**src/sph_port.sv**
```systemverilog
// strobed port a handshake block: constants package and top module
//
// Implementation choices: the Avalon-MM interface to the registers and the address map.
package sph_pkg;
  // bus geometry
  localparam int ADDR_W = 6;
  localparam int DATA_W = 32;
  localparam int BYTE_W = 8;
  localparam int PC_W   = 6;
  // register byte addresses, one 32-bit word each
  localparam logic [ADDR_W-1:0] ADDR_PA   = 6'h00;
  localparam logic [ADDR_W-1:0] ADDR_PB   = 6'h04;
  localparam logic [ADDR_W-1:0] ADDR_PC   = 6'h08;
  localparam logic [ADDR_W-1:0] ADDR_DDRA = 6'h0C;
  localparam logic [ADDR_W-1:0] ADDR_DDRB = 6'h10;
  localparam logic [ADDR_W-1:0] ADDR_DDRC = 6'h14;
  localparam logic [ADDR_W-1:0] ADDR_MDR  = 6'h18;
  localparam logic [ADDR_W-1:0] ADDR_PCCL = 6'h1C;
  localparam logic [ADDR_W-1:0] ADDR_PCST = 6'h20;
  // reset values
  localparam logic [BYTE_W-1:0] BYTE_RST = 8'h00;
  localparam logic [PC_W-1:0]   PC_RST   = 6'h00;
  // mode definition register fields
  localparam int MDR_STROBED = 0;
  localparam int MDR_OUTPUT  = 1;
  localparam int MDR_HIGHZ   = 2;
  // handshake positions in port c
  localparam int IRQ_BIT = 0;
  localparam int BF_BIT  = 1;
  localparam int STB_BIT = 2;
  localparam int HS_TOP  = 2;
  localparam logic [1:0]      DDRC_STROBED = 2'h3;
  localparam logic [PC_W-1:0] PC_HS_LOCK   = 6'h03;
  localparam logic [PC_W-1:0] PC_ALL       = 6'h3F;
  // decoded port a modes
  typedef enum logic [1:0] {
    SPH_BASIC,
    SPH_STB_IN,
    SPH_STB_OUT,
    SPH_STB_HIZ
  } sph_mode_t;
endpackage

`timescale 1ns/1ns

// Operation
// - in strobed mode bit-set/clear on irq and full bits are ignored
// - full output runs once port c ddr holds strobed setting, immune to bit ops
// - output mode: setting bit-2 latch asserts irq; port a write releases it
// - output mode: port a write latches data, releases irq, raises full
// - output mode: strobe pulse clears full and reasserts irq
// - high-z output mode drives port a only while strobe is low
// - port c bit 0 is irq, bit 1 is full, bit 2 is strobe
// - irq is active low; input read or output write of port a clears it
// - strobe pin stays input; its latch bit gates the irq condition
// - reset clears bit-2 latch so irq stays disabled
// - in strobed mode bit-2 latch changes only by bit-set/clear
// - strobe active low; data captured on its rising edge
// - full is active high, marks new data in either direction
// - rewriting the mode register clears full; a strobe fall in input mode in the same cycle sets it instead
// - port c stays readable so software can poll handshake
// - after reset basic input mode, irq high, full low
// - input mode: strobe fall loads latch, raises full; rise sets irq
// - input mode: port a read drops full and irq
// - port a data sits at address 00h for read and write
// - reset clears every programmable register to zero
module sph_port
  import sph_pkg::*;
(
  // clock and reset
  input  wire logic              ref_clk,
  input  wire logic              resetn,
  // avalon-mm slave
  input  wire logic [ADDR_W-1:0] avs_address,
  input  wire logic              avs_read,
  input  wire logic              avs_write,
  input  wire logic [DATA_W-1:0] avs_writedata,
  input  wire logic [3:0]        avs_byteenable,
  output logic      [DATA_W-1:0] avs_readdata,
  output logic                   avs_waitrequest,
  // port a pins
  input  wire logic [BYTE_W-1:0] porta_pins_in,
  output logic      [BYTE_W-1:0] porta_pins_out,
  output logic      [BYTE_W-1:0] porta_pins_oe,
  // port b pins
  input  wire logic [BYTE_W-1:0] portb_pins_in,
  output logic      [BYTE_W-1:0] portb_pins_out,
  output logic      [BYTE_W-1:0] portb_pins_oe,
  // port c pins, low three carry the handshake
  input  wire logic [PC_W-1:0]   portc_pins_in,
  output logic      [PC_W-1:0]   portc_pins_out,
  output logic      [PC_W-1:0]   portc_pins_oe,
  // handshake copies for the system
  output logic                   strobe_irq_n,
  output logic                   buffer_full
);

  // bus state
  logic                 wait_r;
  logic [DATA_W-1:0]    rdata_r;
  logic [DATA_W-1:0]    rdata_nxt;
  logic [BYTE_W-1:0]    rd_byte;

  // programmable registers
  logic [BYTE_W-1:0]    mdr_r;
  logic [BYTE_W-1:0]    ddra_r;
  logic [BYTE_W-1:0]    ddrb_r;
  logic [PC_W-1:0]      ddrc_r;
  logic [BYTE_W-1:0]    pa_out_r;
  logic [BYTE_W-1:0]    pa_out_nxt;
  logic [BYTE_W-1:0]    pa_in_r;
  logic [BYTE_W-1:0]    pa_in_nxt;
  logic [BYTE_W-1:0]    pb_out_r;
  logic [PC_W-1:0]      pc_out_r;
  logic [PC_W-1:0]      pc_out_nxt;

  // handshake state
  logic                 bf_r;
  logic                 bf_nxt;
  logic                 irq_cond_r;
  logic                 irq_cond_nxt;
  logic                 stb_d_r;

  // pin drive registers
  logic [BYTE_W-1:0]    pa_oe_r;
  logic [BYTE_W-1:0]    pa_oe_nxt;
  logic [PC_W-1:0]      pc_pin_r;
  logic [PC_W-1:0]      pc_pin_nxt;
  logic [PC_W-1:0]      pc_oe_r;
  logic [PC_W-1:0]      pc_oe_nxt;
  logic                 irq_n_r;

  // synchronised pins
  logic [BYTE_W-1:0]    pa_s;
  logic [BYTE_W-1:0]    pb_s;
  logic [PC_W-1:0]      pc_s;

  // pin synchronisers, two flops before any logic
  sph_sync #(.WIDTH(BYTE_W), .RST_VAL(BYTE_RST)) u_sync_pa
  (
    .ref_clk  (ref_clk),
    .resetn   (resetn),
    .async_in (porta_pins_in),
    .sync_out (pa_s)
  );

  sph_sync #(.WIDTH(BYTE_W), .RST_VAL(BYTE_RST)) u_sync_pb
  (
    .ref_clk  (ref_clk),
    .resetn   (resetn),
    .async_in (portb_pins_in),
    .sync_out (pb_s)
  );

  // port c idles high so a released strobe does not look like an edge
  sph_sync #(.WIDTH(PC_W), .RST_VAL(PC_ALL)) u_sync_pc
  (
    .ref_clk  (ref_clk),
    .resetn   (resetn),
    .async_in (portc_pins_in),
    .sync_out (pc_s)
  );

  // bus decode: one wait state, request commits when waitrequest is low
  wire bus_req  = avs_read | avs_write;
  wire bus_go   = bus_req & wait_r;
  wire wr_fire  = avs_write & ~wait_r & avs_byteenable[0];
  wire rd_fire  = avs_read & ~wait_r;
  wire [BYTE_W-1:0] wbyte = avs_writedata[BYTE_W-1:0];
  wire [PC_W-1:0]   wbits = avs_writedata[PC_W-1:0];

  // register hits
  wire wr_pa    = wr_fire & (avs_address == ADDR_PA);
  wire wr_pb    = wr_fire & (avs_address == ADDR_PB);
  wire wr_pc    = wr_fire & (avs_address == ADDR_PC);
  wire wr_ddra  = wr_fire & (avs_address == ADDR_DDRA);
  wire wr_ddrb  = wr_fire & (avs_address == ADDR_DDRB);
  wire wr_ddrc  = wr_fire & (avs_address == ADDR_DDRC);
  wire wr_mdr   = wr_fire & (avs_address == ADDR_MDR);
  wire wr_pccl  = wr_fire & (avs_address == ADDR_PCCL);
  wire wr_pcst  = wr_fire & (avs_address == ADDR_PCST);
  wire rd_pa    = rd_fire & (avs_address == ADDR_PA);

  // mode decode from the mode definition register
  sph_mode_t mode;
  assign mode = !mdr_r[MDR_STROBED] ? SPH_BASIC :
                !mdr_r[MDR_OUTPUT]  ? SPH_STB_IN :
                mdr_r[MDR_HIGHZ]    ? SPH_STB_HIZ : SPH_STB_OUT;

  wire strobed  = (mode != SPH_BASIC);
  wire in_mode  = (mode == SPH_STB_IN);
  wire out_mode = (mode == SPH_STB_OUT) | (mode == SPH_STB_HIZ);
  wire hiz_mode = (mode == SPH_STB_HIZ);
  wire new_out  = wbyte[MDR_STROBED] & wbyte[MDR_OUTPUT];

  // strobe edges taken from the second sync flop only
  wire stb_s    = pc_s[STB_BIT];
  wire stb_fall = stb_d_r & ~stb_s;
  wire stb_rise = ~stb_d_r & stb_s;

  // port c latch: handshake bits are locked while strobed
  wire [PC_W-1:0] bit_mask = strobed ? ~PC_HS_LOCK : PC_ALL;
  wire [PC_W-1:0] byte_val = strobed ? {wbits[PC_W-1:HS_TOP+1], pc_out_r[HS_TOP:0]}
                                     : wbits;
  assign pc_out_nxt = wr_pc   ? byte_val :
                      wr_pcst ? (pc_out_r | (wbits & bit_mask)) :
                      wr_pccl ? (pc_out_r & ~(wbits & bit_mask)) :
                      pc_out_r;

  // port a latches
  assign pa_out_nxt = wr_pa ? wbyte : pa_out_r;
  // input data loads from the pins at the strobe fall and again at the rise, then holds
  assign pa_in_nxt  = (in_mode & (stb_fall | stb_rise)) ? pa_s : pa_in_r;

  // buffer full: a setting event wins over a clear in the same cycle
  wire bf_set = (in_mode & stb_fall)
              | (out_mode & wr_pa);
  wire bf_clr = wr_mdr
              | (in_mode & rd_pa)
              | (out_mode & stb_rise);
  assign bf_nxt = bf_set ? 1'b1 : (bf_clr ? 1'b0 : bf_r);

  // internal interrupt condition, active high before gating
  wire irq_set = strobed & stb_rise;
  wire irq_clr = (in_mode & rd_pa)
               | (out_mode & wr_pa);
  // a mode write restarts the condition: output mode starts asking for data
  assign irq_cond_nxt = wr_mdr  ? new_out :
                        irq_set ? 1'b1 :
                        irq_clr ? 1'b0 : irq_cond_r;

  // latch bit 2 gates the condition onto the active-low pin
  wire irq_n_int = ~(strobed & irq_cond_r & pc_out_r[STB_BIT]);

  // port a drive: high-z mode releases the bus unless strobe is low
  assign pa_oe_nxt = in_mode  ? BYTE_RST :
                     hiz_mode ? (ddra_r & {BYTE_W{~stb_s}}) :
                     ddra_r;

  // port c drive: handshake replaces latch bits 0 and 1, bit 2 input
  assign pc_pin_nxt = strobed ? {pc_out_r[PC_W-1:BF_BIT+1], bf_r, irq_n_int}
                              : pc_out_r;
  assign pc_oe_nxt  = strobed ? {ddrc_r[PC_W-1:STB_BIT+1], 1'b0,
                                 ddrc_r[BF_BIT:0]}
                              : ddrc_r;

  // read selection: basic inputs show the pins, outputs show what is driven; strobed port a shows its latch
  wire [BYTE_W-1:0] pa_basic = (ddra_r & pa_out_r) | (~ddra_r & pa_s);
  wire [BYTE_W-1:0] pa_rd    = !strobed ? pa_basic :
                               in_mode  ? pa_in_r : pa_out_r;
  wire [BYTE_W-1:0] pb_rd    = (ddrb_r & pb_out_r) | (~ddrb_r & pb_s);
  wire [PC_W-1:0]   pc_rd    = (pc_oe_r & pc_pin_r) | (~pc_oe_r & pc_s);

  // read data mux, unmapped and command addresses read zero
  always_comb
  begin
    rd_byte = BYTE_RST;
    unique case (avs_address)
      ADDR_PA:   rd_byte = pa_rd;
      ADDR_PB:   rd_byte = pb_rd;
      ADDR_PC:   rd_byte = {2'b00, pc_rd};
      ADDR_DDRA: rd_byte = ddra_r;
      ADDR_DDRB: rd_byte = ddrb_r;
      ADDR_DDRC: rd_byte = {2'b00, ddrc_r};
      ADDR_MDR:  rd_byte = mdr_r;
      default:   rd_byte = BYTE_RST;
    endcase
    rdata_nxt = {{(DATA_W-BYTE_W){1'b0}}, rd_byte};
  end

  // bus slave: data captured on the first request cycle, held during ack
  always_ff @(posedge ref_clk or negedge resetn)
  begin
    if (!resetn)
    begin
      wait_r  <= 1'b1;
      rdata_r <= '0;
    end
    else
    begin
      wait_r <= ~bus_go;
      if (bus_go)
        rdata_r <= rdata_nxt;
    end
  end

  // configuration registers, all cleared by reset
  always_ff @(posedge ref_clk or negedge resetn)
  begin
    if (!resetn)
    begin
      mdr_r    <= BYTE_RST;
      ddra_r   <= BYTE_RST;
      ddrb_r   <= BYTE_RST;
      ddrc_r   <= PC_RST;
      pb_out_r <= BYTE_RST;
    end
    else
    begin
      if (wr_mdr)
        mdr_r <= wbyte;
      if (wr_ddra)
        ddra_r <= wbyte;
      if (wr_ddrb)
        ddrb_r <= wbyte;
      if (wr_ddrc)
        ddrc_r <= wbits;
      if (wr_pb)
        pb_out_r <= wbyte;
    end
  end

  // data latches and handshake state
  always_ff @(posedge ref_clk or negedge resetn)
  begin
    if (!resetn)
    begin
      pa_out_r   <= BYTE_RST;
      pa_in_r    <= BYTE_RST;
      pc_out_r   <= PC_RST;
      bf_r       <= 1'b0;
      irq_cond_r <= 1'b0;
      stb_d_r    <= 1'b1;
    end
    else
    begin
      pa_out_r   <= pa_out_nxt;
      pa_in_r    <= pa_in_nxt;
      pc_out_r   <= pc_out_nxt;
      bf_r       <= bf_nxt;
      irq_cond_r <= irq_cond_nxt;
      stb_d_r    <= stb_s;
    end
  end

  // pin drivers, registered so every output leaves a flop
  always_ff @(posedge ref_clk or negedge resetn)
  begin
    if (!resetn)
    begin
      pa_oe_r  <= BYTE_RST;
      pc_pin_r <= PC_RST;
      pc_oe_r  <= PC_RST;
      irq_n_r  <= 1'b1;
    end
    else
    begin
      pa_oe_r  <= pa_oe_nxt;
      pc_pin_r <= pc_pin_nxt;
      pc_oe_r  <= pc_oe_nxt;
      irq_n_r  <= irq_n_int;
    end
  end

  // output wiring, each straight from a register
  assign avs_waitrequest = wait_r;
  assign avs_readdata    = rdata_r;
  assign porta_pins_out  = pa_out_r;
  assign porta_pins_oe   = pa_oe_r;
  assign portb_pins_out  = pb_out_r;
  assign portb_pins_oe   = ddrb_r;
  assign portc_pins_out  = pc_pin_r;
  assign portc_pins_oe   = pc_oe_r;
  assign strobe_irq_n    = irq_n_r;
  assign buffer_full     = bf_r;
endmodule

```
**src/sph_sync.sv**
```systemverilog
// two-flop synchroniser for asynchronous pin inputs
`timescale 1ns/1ns

module sph_sync #(
  parameter int               WIDTH   = 8,
  parameter logic [WIDTH-1:0] RST_VAL = '0
)
(
  // clock and reset
  input  wire logic             ref_clk,
  input  wire logic             resetn,
  // pins and synchronised copy
  input  wire logic [WIDTH-1:0] async_in,
  output logic      [WIDTH-1:0] sync_out
);

  logic [WIDTH-1:0] meta_r;
  logic [WIDTH-1:0] sync_r;

  // first flop feeds only the second, so metastability settles there
  always_ff @(posedge ref_clk or negedge resetn)
  begin
    if (!resetn)
    begin
      meta_r <= RST_VAL;
      sync_r <= RST_VAL;
    end
    else
    begin
      meta_r <= async_in;
      sync_r <= meta_r;
    end
  end

  assign sync_out = sync_r;

endmodule

```
**config.mk**
```make
export PLATFORM = sky130hd
export DESIGN_NAME = sph_port
export DESIGN_NICKNAME = d
export VERILOG_FILES = /design/src/sph_port.sv /design/src/sph_sync.sv
export SDC_FILE = /design/constraint.sdc
export NUM_CORES = 1
export LEC_CHECK = 0
export BUFFER_PORTS_ARGS = -buffer_cell sky130_fd_sc_hd__buf_2
export CAP_MARGIN = 20
export CORE_ASPECT_RATIO = 1.2
export CORE_MARGIN = 3
export CORE_UTILIZATION = 53
export CTS_CLUSTER_DIAMETER = 200
export DETAILED_ROUTE_END_ITERATION = 6
export PLACE_DENSITY = 0.8
export SLEW_MARGIN = 20
export SYNTH_ARGS = -nofsm -noshare
export SYNTH_HDL_FRONTEND = slang
export SYNTH_HIERARCHICAL = 1
export SYNTH_SLANG_ARGS = --single-unit
```
**constraint.sdc**
```tcl
create_clock -name ref_clk -period 2.4 [get_ports ref_clk]
set_input_delay 0.36 -clock ref_clk [delete_from_list [all_inputs] [get_ports ref_clk]]
set_output_delay 0.36 -clock ref_clk [all_outputs]
set_load 0.1 [all_outputs]
```
==> flow_summary.rst, run 1 <==
.. list-table::
   :header-rows: 1

   * - Metric
     - Value
   * - Switching power as a share of total power
     - 0.294
   * - Cell at the root of the clock tree
     - sky130_fd_sc_hd__clkbuf_16
   * - Buffers inserted by post-CTS timing repair
     - 0
   * - Leading cell types by total area after synthesis
     - sky130_fd_sc_hd__dfrtp_1 53%, sky130_fd_sc_hd__mux2_2 11%, sky130_fd_sc_hd__dfstp_2 6.8%, sky130_fd_sc_hd__mux2i_1 4.5%, sky130_fd_sc_hd__buf_4 3.1%
   * - Endpoints failing hold
     - 0
   * - Die width
     - 101 µm
   * - DIE HEIGHT
     - 120 µm
   * - Internal power summed over all cells
     - 4.38 mW
   * - Clock H-tree levels
     - 4
   * - Mapped cell area
     - 5790 µm²
   * - Smallest setup slack after layout
     - 0.528 ns
   * - Maximum frequency from static timing analysis
     - 534 MHz
   * - Power per standard cell area
     - 881 nW/µm²
   * - Clock tree from TritonCTS
     - built
   * - Biggest area consumer among synthesized cells
     - sky130_fd_sc_hd__dfrtp_1
   * - Seq. cell area
     - 3450 µm²
   * - Primary FF master, synth
     - sky130_fd_sc_hd__dfrtp_1
   * - Critical Path Slowest Stage Cell
     - sky130_fd_sc_hd__dfrtp_1
   * - Clock share of power
     - 0.422
   * - Clock-pin slew reported for the worst setup and hold paths after clock tree synthesis
     - 0.06 ns
   * - HP Class
     - in2reg
   * - Share of flip-flops with an asynchronous set or reset after synthesis
     - 1.00
   * - Share of the synthesized area in the top cell type
     - 0.527
   * - Via count of the first global-routing pass
     - 4179
   * - Sequential share of power
     - 0.417
   * - Pins Over Slew Limit
     - 0
   * - Area taken by multi-input logic gates
     - 2130 µm²
   * - Maximum cell stage delay along the critical path
     - 0.66 ns
   * - Global-route wire length before repair
     - 22200 µm
   * - Port bufs
     - 95
   * - Overflow left after global routing
     - 0
   * - Clock latency at the later pin of the worst-skew pair
     - 0.41 ns
   * - Clock buffers created by TritonCTS
     - 17
   * - Worst-case clock skew
     - 0.00603 ns
   * - Maximum capacitance violations
     - 0
   * - CP max FO
     - 15
   * - Count of endpoints failing setup in the final report
     - 0
   * - First-pass iteration count of the detailed router
     - 5
   * - Worst slew margin relative to its limit
     - 0.501
   * - Cells on worst reg2reg path
     - 4
   * - Status
     - completed
   * - Clock buffer depth
     - 2
   * - Flip-flop and latch count after synthesis
     - 137
   * - Req. time, crit path
     - 2.70 ns
   * - Seq/Total Area, Yosys
     - 0.596
   * - Total wire length
     - 14000 µm
   * - Cell Rows
     - 41
   * - Io pins
     - 147
   * - Relative area change from synthesis to final layout
     - 21.7%
   * - Number of nets with antenna violations after routing
     - 0
   * - Detailed placement HPWL
     - 9710 µm
   * - Category of the most critical setup path
     - reg2reg
   * - Arrival time reported for the critical path endpoint
     - 2.17 ns
   * - Area inside the core boundary
     - 10600 µm²
   * - Global placement routability congestion
     - 0.913
   * - Initial standard-cell utilization of the core
     - 0.548
   * - Number of vias after detailed routing
     - 4082
   * - Drt first-iter violations
     - 330
   * - Startpoint types
     - flop
   * - Fill count
     - 775
   * - Total Die Area
     - 12200 µm²
   * - Total GRT Usage
     - 0.241
   * - Number of warnings printed during yosys synthesis
     - 6
   * - Fraction of layout instances using a drive strength above 1
     - 0.405
   * - Final Total Pwr
     - 6.21 mW
   * - Clock period minus worst slack
     - 1.87 ns
   * - Total negative setup slack
     - 0 ns
   * - Count of cell types in the netlist
     - 57
   * - Capturing element type of the critical path
     - flop
   * - Worst vdd rail ir drop
     - 0.524 mV
   * - Number of DRC violations after detailed routing
     - 0
   * - Antenna cell count
     - 0
   * - Total net switching power
     - 1.83 mW
   * - Count of flip-flops with a built-in enable after synthesis
     - 0
   * - Combinational power share
     - 0.161
   * - Final worst-path cycle share
     - 0.780
   * - Largest net degree at the start of global routing
     - 65
   * - Per-cell via count in the routed design
     - 5.86
   * - Transition time at the pin with the least slew margin
     - 0.748 ns
   * - Average footprint of a synthesized cell
     - 13.1 µm²
   * - Pleak
     - 3.39 nW
   * - Initial antenna violation count
     - 0
   * - Unrepaired setup endpoints after global routing
     - no
   * - Chain of cells forming the critical path
     - nand2b_1 -> nor3b_1 -> a21oi_1 -> a32o_1
   * - Worst Hold Depth
     - 1
   * - # clock sinks
     - 137
   * - Post-DR wirelength/cell
     - 20.1 µm
   * - Post-placement setup slack
     - 0.347 ns
   * - Post-layout net count
     - 626
   * - Gate count of the mapped netlist
     - 441
-- layer usage --
metal,vias up,routed length [µm],GRT usage
met5,-,0,0
met4,0,553,0.116
met3,49,1040,0.0514
met2,219,6880,0.383
met1,2012,5550,0.313
li1,1802,-,-
-- metrics by stage --
step	std cells	instance area (µm²)	utilization	hold WS, ns
after floorplan	464	5870	-	0.0644
after global placement	665	6430	0.608	0.332
after detailed placement	665	6430	0.608	0.335
after CTS	697	7040	0.667	0.0419
after global routing	697	7040	0.667	0.0357
final	697	7040	0.667	0.0441
-- registers in the layout, summed over array words and instances, names as in the netlist, named ones only --
name and flops:
avs_readdata 8, ddra_r 8, mdr_r 8, pa_in_r 8
porta_pins_oe 8, porta_pins_out 8, portb_pins_oe 8, portb_pins_out 8
u_sync_pa/meta_r 8, u_sync_pa/sync_out 8, u_sync_pb/meta_r 8, u_sync_pb/sync_out 8
ddrc_r 6, portc_pins_oe 6, portc_pins_out 6, u_sync_pc/meta_r 6
u_sync_pc/sync_out 6, avs_waitrequest 1, buffer_full 1, irq_cond_r 1
stb_d_r 1, strobe_irq_n 1
-- worst max-delay path: cells and delay by family, from the launching register on --
kind / cells / cell delay (ns)
flops: 1 / 0.66
compound gates: 2 / 0.41
simple gates: 2 / 0.68
-- cell families (layout without fill, tap and decap cells) --
kind of cell	count (synthesis)	after routing	synth area share
DFF	137	137	0.596
and+or+nand+nor	84	84	0.0895
muxes	83	83	0.156
AOI/OAI and AO/OA	79	79	0.100
buffers and inverters	53	157	0.0510
adders and majority gates	2	2	0.00432
xor gates and xnor gates	2	2	0.00303
other	1	24	0.000648
-- path summary, 6_finish.rpt --
path,slack (ns),startpoint,end
worst max-delay path,0.53,mdr_r[1],buffer_full
min in group asynchronous,0.50,resetn,porta_pins_oe[2]
max in group asynchronous,1.15,resetn,avs_readdata[0]
worst min-delay path,0.04,portc_pins_in[2],u_sync_pc/meta_r[2]
worst min register to register,0.34,u_sync_pb/meta_r[5],u_sync_pb/sync_out[5]
worst max register to register,0.53,mdr_r[1],buffer_full
-- cell usage in the layout, fill, tap and decap left out, types with 3 or more instances in the layout --
master and n:
sky130_fd_sc_hd__buf_2 94, sky130_fd_sc_hd__o21ai_0 7, sky130_fd_sc_hd__nand3_1 4, sky130_fd_sc_hd__conb_1 24, sky130_fd_sc_hd__o211ai_1 3, sky130_fd_sc_hd__bufinv_16 3
sky130_fd_sc_hd__a22o_1 5, sky130_fd_sc_hd__nor2_1 12, sky130_fd_sc_hd__o31ai_1 6, sky130_fd_sc_hd__dfstp_2 15, sky130_fd_sc_hd__nor3_4 3, sky130_fd_sc_hd__a22oi_1 8
sky130_fd_sc_hd__a32oi_1 4, sky130_fd_sc_hd__and2_1 9, sky130_fd_sc_hd__nor2b_1 5, sky130_fd_sc_hd__buf_4 21, sky130_fd_sc_hd__nand2_1 21, sky130_fd_sc_hd__dfrtp_1 122
sky130_fd_sc_hd__nand2b_1 3, sky130_fd_sc_hd__and3_1 3, sky130_fd_sc_hd__a21oi_1 11, sky130_fd_sc_hd__nand3b_1 9, sky130_fd_sc_hd__mux2i_1 26, sky130_fd_sc_hd__a31oi_1 12
sky130_fd_sc_hd__clkbuf_16 17, sky130_fd_sc_hd__mux2_2 57, sky130_fd_sc_hd__clkinvlp_4 4, sky130_fd_sc_hd__inv_1 8, sky130_fd_sc_hd__o32a_1 4
-- synth_stat cells (all sizes together), types with 3 or more instances --
library cell  count
inv               8
nand2            22
nor3              5
o21ai             7
dfrtp           122
nand2b            3
a21oi            11
dfstp            15
nor2             12
a31oi            12
a32oi             4
nand3b            9
mux2i            26
a22o              5
o31ai             6
o32a              4
and3              3
a22oi             8
buf              31
o211ai            3
mux2             57
clkbuf           14
nand3             5
and2              9
nor2b             5
-- repair_timing --
| action | 4_1_cts | 5_1_grt |
|---|---|---|
| resized for setup | 0 | 0 |
| hold buffers | 1 | 0 |
| setup endpoints to repair | 0 | 0 |
| hold endpoints to repair | 50 | 0 |
-- area by class of cell --
cell class	count	area share
sequential	137	0.489
tap	129	0.0229
clock inverter	11	0.0210
timing repair buffer	118	0.0950
clock buffer	20	0.0648
inverter	8	0.00426
multi-input combinational	274	0.303
-- power groups by stage --
| stage | logic (mW) | registers, mW | clock network (mW) |
|---|---|---|---|
| floorplan | 0.440 | 2.95 | 0 |
| global placement | 0.978 | 2.61 | 0 |
| detailed placement | 0.995 | 2.62 | 0 |
| CTS | 1.00 | 2.58 | 2.64 |
| global route | 1.05 | 2.60 | 2.75 |
| finish | 1.00 | 2.59 | 2.62 |
(Power assumes the default switching activity.)
==> run 2, diff against run 1 <==
--- a/config.mk
+++ b/config.mk
@@ -9,10 +9,10 @@
 export CAP_MARGIN = 20
 export CORE_ASPECT_RATIO = 1.2
 export CORE_MARGIN = 3
-export CORE_UTILIZATION = 53
+export CORE_UTILIZATION = 48
 export CTS_CLUSTER_DIAMETER = 200
 export DETAILED_ROUTE_END_ITERATION = 6
-export PLACE_DENSITY = 0.8
+export PLACE_DENSITY = 0.76
 export SLEW_MARGIN = 20
 export SYNTH_ARGS = -nofsm -noshare
 export SYNTH_HDL_FRONTEND = slang
==> constraint.sdc (replaced) <==
create_clock -name ref_clk -period 1.5 [get_ports ref_clk]
set_input_delay 0.225 -clock ref_clk [delete_from_list [all_inputs] [get_ports ref_clk]]
set_output_delay 0.225 -clock ref_clk [all_outputs]
set_load 0.1 [all_outputs]
==> flow_summary.rst, run 2 (same netlist as run 1, synthesis figures left out) <==
.. list-table::
   :header-rows: 1

   * - Metric
     - Value
   * - Status
     - finished with violations
   * - Failing checks
     - negative setup slack
   * - Cell at the root of the clock tree
     - sky130_fd_sc_hd__clkbuf_16
   * - Per-cell via count in the routed design
     - 5.68
   * - First-pass iteration count of the detailed router
     - 5
   * - Overflow left after global routing
     - 0
   * - Commonest cells after routing, fill and taps aside
     - 121 x sky130_fd_sc_hd__dfrtp_1, 70 x sky130_fd_sc_hd__buf_4, 68 x sky130_fd_sc_hd__buf_2
   * - Worst vdd rail ir drop
     - 0.810 mV
   * - Clock latency at the later pin of the worst-skew pair
     - 0.42 ns
   * - Startpoint types
     - flop
   * - Capturing element type of the critical path
     - flop
   * - Maximum frequency from static timing analysis
     - 578 MHz
   * - # clock sinks
     - 137
   * - Clock period minus worst slack
     - 1.73 ns
   * - Global placement routability congestion
     - 0.903
   * - Category of the most critical setup path
     - reg2reg
   * - Clock H-tree levels
     - 4
   * - Worst Hold Depth
     - 3
   * - Clock buffer depth
     - 2
   * - Total Die Area
     - 13400 µm²
   * - Pins Over Slew Limit
     - 0
   * - Sequential share of power
     - 0.402
   * - Most common cell after layout, fill and taps aside
     - sky130_fd_sc_hd__dfrtp_1
   * - Final worst-path cycle share
     - 1.15
   * - Clock-pin slew reported for the worst setup and hold paths after clock tree synthesis
     - 0.06 ns
   * - Post-layout net count
     - 695
   * - Clock share of power
     - 0.410
   * - Met3 Usage GRT
     - 0.0545
   * - Total cell area at the placement stage
     - 7070 µm²
   * - Launch point of the worst hold path
     - avs_writedata[3]
   * - Smallest setup slack after layout
     - -0.231 ns
   * - Port bufs
     - 95
   * - Largest net degree at the start of global routing
     - 42
   * - Combinational power share
     - 0.189
   * - Via count of the first global-routing pass
     - 4615
   * - Switching power as a share of total power
     - 0.298
   * - Internal power summed over all cells
     - 7.26 mW
   * - Initial antenna violation count
     - 0
   * - Number of vias after detailed routing
     - 4508
   * - Critical register-to-register path startpoint
     - avs_waitrequest
   * - Global routing's busiest layer
     - met2
   * - Req. time, crit path
     - 1.80 ns
   * - Io pins
     - 147
   * - Global-route wire length before repair
     - 25400 µm
   * - Unrepaired setup endpoints after global routing
     - yes
   * - Drt first-iter violations
     - 348
   * - Relative area change from synthesis to final layout
     - 42.0%
   * - Clock tree from TritonCTS
     - built
   * - Endpoints failing hold
     - 0
   * - Final Total Pwr
     - 10.3 mW
   * - Area inside the core boundary
     - 11700 µm²
   * - DIE HEIGHT
     - 126 µm
   * - FF-to-FF setup slack
     - -0.23 ns
   * - Number of DRC violations after detailed routing
     - 0
   * - Worst-case clock skew
     - 0.00851 ns
   * - GR Util met1
     - 0.313
   * - Post-layout utilization of the core
     - 0.704
   * - Final cell area excluding filler cells
     - 8220 µm²
   * - Pleak
     - 3.93 nW
   * - Total net switching power
     - 3.09 mW
   * - CP max FO
     - 4
   * - Cell Rows
     - 43
   * - Die width
     - 106 µm
   * - Power per standard cell area
     - 1260 nW/µm²
   * - Initial standard-cell utilization of the core
     - 0.496
   * - Maximum capacitance violations
     - 0
   * - Total wire length
     - 16400 µm
   * - Number of nets with antenna violations after routing
     - 0
   * - Clock buffers created by TritonCTS
     - 17
   * - Arrival time reported for the critical path endpoint
     - 2.03 ns
   * - Post-placement setup slack
     - -0.344 ns
   * - Total negative setup slack
     - -9.00 ns
   * - Post-DR wirelength/cell
     - 20.7 µm
   * - Total GRT Usage
     - 0.249
   * - Cells on worst reg2reg path
     - 5
   * - Met2 layer usage reported by global route
     - 0.427
   * - Detailed placement HPWL
     - 10700 µm
   * - Antenna cell count
     - 0
   * - HP Class
     - in2reg
   * - Fraction of layout instances using a drive strength above 1
     - 0.477
   * - Count of endpoints failing setup in the final report
     - 63
[run 2: changes by cell type in the layout (fill, tap and decap cells not counted), moves of 4 or more]
cell	delta
sky130_fd_sc_hd__nand2_1	-4
sky130_fd_sc_hd__a21oi_1	-7
sky130_fd_sc_hd__dlygate4sd3_1	+22
sky130_fd_sc_hd__buf_6	+8
sky130_fd_sc_hd__mux2_4	+54
sky130_fd_sc_hd__clkbuf_4	+9
sky130_fd_sc_hd__buf_2	-26
sky130_fd_sc_hd__buf_4	+49
sky130_fd_sc_hd__a21oi_2	+7
sky130_fd_sc_hd__buf_12	+6
sky130_fd_sc_hd__mux2_2	-54
sky130_fd_sc_hd__nand3_4	+4
[run 2: timing repair]
action,CTS,global route
hold buffers,23,0
setup buffers,4,1
gates resized for setup,50,24
hold endpoints to repair,58,0
pin swaps,9,4
endpoints found under the setup margin,86,86
gates cloned,2,0
[run 2: final cells by class]
cell class                 count  area [µm²]
clock inverter                11         148
sequential                   137        3450
fill                         801        3460
multi-input combinational    275        2530
clock buffer                  20         457
timing repair buffer         186        1410
inverter                       8        32.5
tap                          157         196
[run 2: power groups by stage]
stage / Clock, mW / Sequential, mW / Combinational, mW
2_1_floorplan: 0 / 4.73 / 0.763
3_3_place_gp: 0 / 4.18 / 1.73
3_5_place_dp: 0 / 4.20 / 1.76
4_1_cts: 4.28 / 4.14 / 1.91
5_1_grt: 4.44 / 4.18 / 2.03
6_report: 4.24 / 4.15 / 1.95
[run 2: stage by stage]
stage / hold WS (ns) / cells
3_5_place_dp: 0.171 / 733
2_1_floorplan: -0.0706 / 464
3_3_place_gp: 0.164 / 733
4_1_cts: 0.125 / 793
5_1_grt: 0.137 / 794
6_report: 0.128 / 794
[run 2: how the worst max path moves through the flow]
stage                     from        to  slack [ns]  depth (start not counted)
5_1_grt        avs_waitrequest      flop       -0.27                          5
6_report       avs_waitrequest      flop       -0.23                          5
2_1_floorplan  avs_waitrequest      flop       -0.35                          4
3_3_place_gp    avs_address[1]  mdr_r[0]       -0.32                          5
4_1_cts        avs_waitrequest  mdr_r[0]       -0.18                          5
3_5_place_dp    avs_address[1]  mdr_r[0]       -0.34                          5
[run 2: worst max-delay path, stage by stage (launching register included)]
cell and delay [ns]:
sky130_fd_sc_hd__dfstp_4 0.63, sky130_fd_sc_hd__nand3b_1 0.21, sky130_fd_sc_hd__buf_4 0.16, sky130_fd_sc_hd__nor3_2 0.05
sky130_fd_sc_hd__a2111o_1 0.37, sky130_fd_sc_hd__a32o_1 0.21
[run 2: routing by layer]
layer | share of wire | vias up
li1 | - | 1938
met1 | 0.39 | 2301
met2 | 0.52 | 233
met3 | 0.065 | 36
met4 | 0.028 | 0
met5 | 0 | -
